## config.mk

```make
export PLATFORM = sky130hd
export DESIGN_NAME = ppp_host
export DESIGN_NICKNAME = d
export VERILOG_FILES = /design/src/core/ppp_pkg.sv /design/src/core/ppp_host.sv
export SDC_FILE = /design/constraint.sdc
export NUM_CORES = 1
export LEC_CHECK = 0
export ABC_AREA = 1
export BUFFER_PORTS_ARGS = -buffer_cell sky130_fd_sc_hd__buf_2
export CORE_MARGIN = 4
export CORE_UTILIZATION = 56
export CTS_CLUSTER_SIZE = 10
export DETAILED_ROUTE_END_ITERATION = 8
export PLACE_DENSITY = 0.79
export SYNTH_ARGS = -nofsm -noshare
export SYNTH_HDL_FRONTEND = slang
export SYNTH_SLANG_ARGS = --single-unit
```

## constraint.sdc

```tcl
create_clock -name clk_sys -period 3.5 [get_ports clk_sys]
set_clock_uncertainty 0.1 [all_clocks]
set_input_delay 0.35 -clock clk_sys [delete_from_list [all_inputs] [get_ports clk_sys]]
set_output_delay 0.35 -clock clk_sys [all_outputs]
set_load 0.03 [all_outputs]
```

## src/core/ppp_pkg.sv

```systemverilog
// Constants and types for the parallel peripheral port host.
// ==========================================================
// Behaviour
// - The port carries one byte on eight two-way data lines, line 7 being the most significant bit.
// - The host drives the direction line high while it expects the peripheral to put data on the lines.
// - The host drives the direction line low while it outputs data toward the peripheral.
// - Whoever drives the data lines also drives the parity line so that byte plus parity has odd parity.
// - The host asserts the active-low strobe to mark valid output data on the lines.
// - The host asserts the active-low command marker when the byte it presents is a command.
// - The host watches the sense line and takes a high level as no peripheral attached.
// - The host asserts the active-low peripheral reset when the peripheral must return to power-on state.
// - The peripheral may signal a fault on the check line and the host can route it to a processor interrupt.
package ppp_pkg;
  // ==========================================================
  // Timing.
  localparam int CLK_PERIOD_NS    = 100;
  localparam int SETUP_NS         = 200;
  localparam int STROBE_NS        = 300;
  localparam int RESET_PULSE_NS   = 1000;
  localparam int SETUP_CYC        = (SETUP_NS + CLK_PERIOD_NS - 1) / CLK_PERIOD_NS;
  localparam int STROBE_CYC       = (STROBE_NS + CLK_PERIOD_NS - 1) / CLK_PERIOD_NS;
  localparam int RESET_CYC        = (RESET_PULSE_NS + CLK_PERIOD_NS - 1) / CLK_PERIOD_NS;
  localparam int CNT_W            = 8;
  localparam logic [7:0] BYTE_RST = 8'h00;
  // Synchroniser reset matches the pins' idle levels: not busy, no device until seen.
  localparam logic [11:0] SYNC_RST = 12'h600;

  // ==========================================================
  // Sequencer states.
  typedef enum logic [2:0] {
    PPP_IDLE   = 3'b000,
    PPP_SETUP  = 3'b001,
    PPP_STROBE = 3'b010,
    PPP_RSETUP = 3'b011,
    PPP_RSTRB  = 3'b100,
    PPP_PRST   = 3'b101
  } ppp_state_e;
endpackage

```

## src/core/ppp_host.sv

```systemverilog
// Host end of the parallel peripheral port with a two-entry receive buffer.
`timescale 1ns/1ps
module ppp_host
  import ppp_pkg::*;
(
  input  wire logic       clk_sys,
  input  wire logic       nrst,
  input  wire logic       wr_valid,
  output logic            wr_ready,
  input  wire logic [7:0] wr_data,
  input  wire logic       wr_cmd,
  input  wire logic       rd_req,
  output logic            rd_valid,
  input  wire logic       rd_ready,
  output logic [7:0]      rd_data,
  output logic            rd_parity_err,
  input  wire logic       reset_req,
  input  wire logic       fault_irq_en,
  output logic            fault_irq,
  output logic            device_absent,
  output logic            peripheral_busy,
  input  wire logic [7:0] peripheral_data_lines_i,
  output logic [7:0]      peripheral_data_lines_o,
  output logic            peripheral_data_lines_oe_n,
  input  wire logic       parity_i,
  output logic            parity_o,
  output logic            parity_oe_n,
  output logic            direction,
  output logic            strobe_n,
  output logic            command_n,
  input  wire logic       peripheral_busy_n,
  input  wire logic       no_device_sense,
  output logic            peripheral_reset_n,
  input  wire logic       peripheral_fault
);
  import ppp_pkg::*;

  // ==========================================================
  // Pin synchronisers.
  logic [11:0] s1_q;
  logic [11:0] s2_q;
  wire  [11:0] pins_in = {peripheral_fault, no_device_sense, peripheral_busy_n, parity_i, peripheral_data_lines_i};
  always_ff @(posedge clk_sys or negedge nrst) begin
    if (!nrst) begin
      s1_q <= SYNC_RST;
      s2_q <= SYNC_RST;
    end else begin
      s1_q <= pins_in;
      s2_q <= s1_q;
    end
  end
  wire [7:0] din_s    = s2_q[7:0];
  wire       par_s    = s2_q[8];
  wire       busy_s   = ~s2_q[9];
  wire       absent_s = s2_q[10];
  wire       fault_s  = s2_q[11];

  // ==========================================================
  // Two-entry receive buffer.
  logic [7:0] buf_q [2];
  logic [1:0] perr_q;
  logic       wp_q;
  logic       rp_q;
  logic [1:0] cnt_q;
  wire        buf_full  = (cnt_q == 2'h2);
  wire        buf_empty = (cnt_q == 2'h0);
  logic       push;
  wire        pop       = rd_valid & rd_ready;
  wire        rx_perr   = ~^{din_s, par_s};  // Even count of ones is a parity fault.

  // ==========================================================
  // Sequencer.
  ppp_state_e state_q;
  ppp_state_e state_d;
  logic [CNT_W-1:0] tmr_q;
  logic [CNT_W-1:0] tmr_d;
  logic [7:0] dout_q;
  logic       cmd_q;
  wire        tmr_done = (tmr_q == '0);
  wire        can_go   = ~busy_s & ~absent_s;  // Never start a transfer toward a busy or missing peripheral.

  always_comb begin
    state_d = state_q;
    tmr_d   = tmr_done ? tmr_q : tmr_q - CNT_W'(1);
    push    = 1'b0;
    case (state_q)
      PPP_IDLE: begin
        if (reset_req) begin
          state_d = PPP_PRST;
          tmr_d   = CNT_W'(RESET_CYC);
        end else if (wr_valid && can_go) begin
          state_d = PPP_SETUP;
          tmr_d   = CNT_W'(SETUP_CYC);
        end else if (rd_req && can_go && !buf_full) begin
          state_d = PPP_RSETUP;
          tmr_d   = CNT_W'(SETUP_CYC);
        end
      end
      PPP_SETUP: if (tmr_done) begin
        state_d = PPP_STROBE;
        tmr_d   = CNT_W'(STROBE_CYC);
      end
      PPP_STROBE: if (tmr_done) state_d = PPP_IDLE;
      PPP_RSETUP: if (tmr_done) begin
        state_d = PPP_RSTRB;
        tmr_d   = CNT_W'(STROBE_CYC);
      end
      PPP_RSTRB: if (tmr_done) begin
        state_d = PPP_IDLE;
        push    = 1'b1;
      end
      PPP_PRST: if (tmr_done) state_d = PPP_IDLE;
      default: state_d = PPP_IDLE;
    endcase
  end

  wire take_wr = (state_q == PPP_IDLE) && !reset_req && wr_valid && can_go;
  wire out_ph  = (state_d == PPP_SETUP) || (state_d == PPP_STROBE);
  wire in_ph   = (state_d == PPP_RSETUP) || (state_d == PPP_RSTRB);
  wire [7:0] dout_d = take_wr ? wr_data : dout_q;
  wire cmd_d   = take_wr ? wr_cmd : cmd_q;

  always_ff @(posedge clk_sys or negedge nrst) begin
    if (!nrst) begin
      state_q <= PPP_IDLE;
      tmr_q   <= '0;
      dout_q  <= BYTE_RST;
      cmd_q   <= 1'b0;
    end else begin
      state_q <= state_d;
      tmr_q   <= tmr_d;
      dout_q  <= dout_d;
      cmd_q   <= cmd_d;
    end
  end

  // ==========================================================
  // Pin outputs, all registered.
  always_ff @(posedge clk_sys or negedge nrst) begin
    if (!nrst) begin
      peripheral_data_lines_o    <= BYTE_RST;
      peripheral_data_lines_oe_n <= 1'b1;
      parity_o                   <= 1'b1;
      parity_oe_n                <= 1'b1;
      direction                  <= 1'b1;
      strobe_n                   <= 1'b1;
      command_n                  <= 1'b1;
      peripheral_reset_n         <= 1'b1;
    end else begin
      peripheral_data_lines_o    <= dout_d;
      peripheral_data_lines_oe_n <= ~out_ph;
      parity_o                   <= ~^dout_d;
      parity_oe_n                <= ~out_ph;
      direction                  <= ~out_ph;
      strobe_n                   <= ~((state_d == PPP_STROBE) || (state_d == PPP_RSTRB));
      command_n                  <= ~(out_ph & cmd_d);
      peripheral_reset_n         <= ~(state_d == PPP_PRST);
    end
  end

  // ==========================================================
  // Buffer storage and status outputs.
  always_ff @(posedge clk_sys or negedge nrst) begin
    if (!nrst) begin
      buf_q[0] <= BYTE_RST;
      buf_q[1] <= BYTE_RST;
      perr_q   <= 2'h0;
      wp_q     <= 1'b0;
      rp_q     <= 1'b0;
      cnt_q    <= 2'h0;
    end else begin
      if (push) begin
        buf_q[wp_q]  <= din_s;
        perr_q[wp_q] <= rx_perr;
        wp_q         <= ~wp_q;
      end
      if (pop) rp_q <= ~rp_q;
      cnt_q <= cnt_q + {1'b0, push} - {1'b0, pop};
    end
  end

  // The buffer head is read combinationally from the next read pointer into registered outputs, so a
  // pop advances the pointer and the next word appears on the same edge that takes the pop.
  wire [1:0] cnt_n  = cnt_q + {1'b0, push} - {1'b0, pop};
  wire       rp_n   = pop ? ~rp_q : rp_q;
  // The entry being written this edge still holds its old value, so bypass it.
  wire       head_wr = push && (rp_n == wp_q);
  wire [7:0] head_d  = head_wr ? din_s : buf_q[rp_n];
  wire       hperr   = head_wr ? rx_perr : perr_q[rp_n];

  always_ff @(posedge clk_sys or negedge nrst) begin
    if (!nrst) begin
      rd_valid        <= 1'b0;
      rd_data         <= BYTE_RST;
      rd_parity_err   <= 1'b0;
      wr_ready        <= 1'b0;
      fault_irq       <= 1'b0;
      device_absent   <= 1'b1;
      peripheral_busy <= 1'b0;
    end else begin
      rd_valid        <= (cnt_n != 2'h0);
      rd_data         <= head_d;
      rd_parity_err   <= hperr;
      wr_ready        <= take_wr;
      fault_irq       <= fault_s & fault_irq_en;
      device_absent   <= absent_s;
      peripheral_busy <= busy_s;
    end
  end
endmodule

```

==> impl_metrics.json <==
{
  "path_class": "reg -> reg",
  "layout-drive-gt1-share_pct": 26.86,
  "p_comb_share_pct": 38.3,
  "crit_slowest_cell": "dfrtp_1",
  "run_status": "complete, no violations",
  "drv_cap": 0,
  "clockPowerShare_pct": 23.8,
  "filler_cell_count": 509,
  "numCtsBuffers": 9,
  "totalWireLength_um": 6893,
  "core.rowCount": 29,
  "core_area_mm2": 0.006495,
  "worstPathCellList": "inv_1, ha_1, nand3_1, nor2_4, nand2_4, inv_6, nand4_4, ha_1, inv_1, ha_1, xnor2_1, xnor2_1, or2_2",
  "num_antenna_cells": 0,
  "worst_setup_hold_path_clk_slew_ns": 0.09,
  "crit_top_cell": "ha_1",
  "syn-cell-area_mm2": 0.003810,
  "drt_iter0_drc": 208,
  "start_util_pct": 58.66,
  "first_global_vias": 2678,
  "dr.pass1.iters": 4,
  "track_usage_pct": 18.44,
  "cts.sinks": 85,
  "fin_hold_ws_ns": 0.06386,
  "insertion_delay_ns": 0.36,
  "seq_area_mm2": 0.002140,
  "hold_class": "in -> async",
  "tns_ns": 0,
  "area_growth_pct": 17.73,
  "grt_antenna_before_repair": 0,
  "async_flop_share_pct": 100.0,
  "grt_pass1_wl_um": 12260,
  "hold_viol_final": 0,
  "critPathLaunchType": "flip-flop",
  "power.switching_mw": 1.432,
  "grt_overflow": 0,
  "cp.required_ns": 3.64,
  "cp-end-kind": "flip-flop",
  "final_cell_mix": "125 x nand2_1, 75 x dfrtp_1, 61 x inv_1",
  "vias": 2751,
  "cts_tree": "built",
  "power_density_mw_per_mm2": 804.0,
  "grt_max_degree": 86,
  "vias_per_cell": 4.904,
  "seq_power_share_pct": 37.9,
  "dominantRegCellSynth": "dfrtp_1",
  "yosys_warnings": 0,
  "die_h_um": 90.48,
  "post-cts-setup-buffers": 0,
  "drc": 0,
  "ctsRootBufferMaster": "clkbuf_8",
  "ios": 57,
  "place_congestion": 0.8056,
  "synth_cells": 409,
  "die_area_mm2": 0.008187,
  "critPathTopFamily": "simple AND/OR/NAND/NOR gates",
  "synth_nets": 441,
  "fmax_mhz": 371.9,
  "peakVddDrop_v": 0.0004279,
  "multi_input_area_mm2": 0.001331,
  "rsz0062_at_grt": "no",
  "synth.distinct_cells": 33,
  "internal-power_mw": 2.175,
  "seq_area_frac_synth_pct": 56.16,
  "drv_slew": 0,
  "h-tree-depth": 3,
  "tightest_slew_ns": 1.020,
  "path_buf_inv": 3,
  "avgRoutedWirePerCell_um": 12.29,
  "synth_edf_count": 0,
  "switching_share_pct": 39.69,
  "final-setup-viol-count": 0,
  "min_period_ns": 2.689,
  "syn_avg_cell_area_um2": 9.315,
  "layout_commonest_cell": "nand2_1",
  "yosys_register_bits": 85,
  "timing.slew.headroom_pct": 31.97,
  "clock_path_buffers": 2,
  "power.leakage_nw": 2.366,
  "nets": 511,
  "finalCritPeriodShare_pct": 76.83,
  "io_buffers": 56,
  "ant_nets": 0,
  "die_w_um": 90.48,
  "dp_hpwl_um": 4629,
  "crit_path_max_incr_delay_ns": 0.41,
  "arrival_ns": 2.83,
  "cp_max_fo": 8
}
==> area by class of cell <==
type,instances,area share [%]
clock buffer,9,2.762
tap,77,2.148
clock inverter,7,2.845
sequential,85,47.70
inverter,67,5.718
timing repair buffer,69,9.149
multi-input combinational,247,29.68
==> worst paths after layout <==
path,start,end,slack (ns),depth (start not counted)
worst max-delay path,tmr_q[0],rd_valid,0.81,13
worst min-delay path,nrst,peripheral_data_lines_o[2],0.06,1
worst max register to register,tmr_q[0],rd_valid,0.81,13
worst min register to register,s1_q[2],s2_q[2],0.25,0
max in group asynchronous,nrst,s2_q[8],2.58,1
min in group clk_sys,fault_irq_en,fault_irq,0.08,3
==> worst reg2reg max path, delay by kind of cell, from the launching register on <==
family / cells / cell delay, ns
buffers and inverters: 3 / 0.20
adders and majority gates: 3 / 0.69
and+or+nand+nor: 5 / 0.89
xor gates and xnor gates: 2 / 0.28
DFF: 1 / 0.41
==> layer usage <==
metal / track usage (%) / share of wire, % / vias to the layer above
met2: 28.72 / 48 / 72
met4: 4.974 / 0.83 / 0
met5: 0 / 0 / -
li1: - / - / 1400
met1: 25.11 / 46 / 1275
met3: 5.667 / 5.5 / 4
==> state kept, by name, indices dropped and copies added (netlist names) <==
register	flops
buf_q	16
s1_q	12
s2_q	12
peripheral_data_lines_o	8
rd_data	8
tmr_q	8
state_q	3
cnt_q	2
perr_q	2
cmd_q	1
command_n	1
device_absent	1
direction	1
fault_irq	1
parity_o	1
peripheral_busy	1
peripheral_reset_n	1
rd_parity_err	1
rd_valid	1
rp_q	1
strobe_n	1
wp_q	1
wr_ready	1
==> power by group through the flow <==
stage	Clock, mW	Combinational [mW]	Sequential [mW]
4_1_cts	0.888	1.39	1.37
2_1_floorplan	0	0.869	1.56
5_1_grt	0.930	1.56	1.40
3_5_place_dp	0	1.37	1.38
6_report	0.857	1.38	1.37
3_3_place_gp	0	1.32	1.38
==> cells in the mapped netlist, types with 2 or more instances <==
library cell,instances,share of area [%]
nand2_1,125,12
nand3_1,9,1.2
dfstp_2,10,6.9
dfrtp_1,75,49
buf_6,5,1.5
nor2_4,5,1.5
nand2_4,2,0.59
or2_2,2,0.33
o21ai_0,30,3.9
inv_2,5,0.49
buf_4,2,0.39
nor2_1,4,0.39
o31ai_1,3,0.59
inv_1,61,6.0
xnor2_1,9,2.1
o21ai_1,3,0.39
xor2_1,4,0.92
clkbuf_1,3,0.30
nand2_2,13,2.1
nor3_1,3,0.39
o21bai_1,3,0.59
o21ai_2,14,3.2
ha_1,4,1.3
a21oi_1,6,0.79
==> cell families (layout without fill, tap and decap cells) <==
group | after synthesis | in the layout | synth area share [%]
simple gates | 169 | 169 | 20.69
flops | 85 | 85 | 56.16
buf+inv | 77 | 152 | 8.900
compound gates | 61 | 61 | 9.951
xor+xnor | 13 | 13 | 2.989
fa+ha+maj | 4 | 4 | 1.314
==> stage by stage <==
stage	cell area, µm²	total power [mW]	setup slack (ns)	std cells	util (%)
after global routing	4486	3.889	0.5750	561	69.06
after global placement	4114	2.696	0.9717	533	63.34
after detailed placement	4114	2.752	0.8254	533	63.34
after CTS	4486	3.649	0.8058	561	69.06
after floorplan	3810	2.429	1.046	409	-
final	4486	3.607	0.8111	561	69.06
==> repair_timing <==
action	4_1_cts	5_1_grt
hold buffers	12	0
gates resized for setup	0	0
endpoints found under the hold margin	12	0
Note: power is estimated with default switching activity, not from simulation.
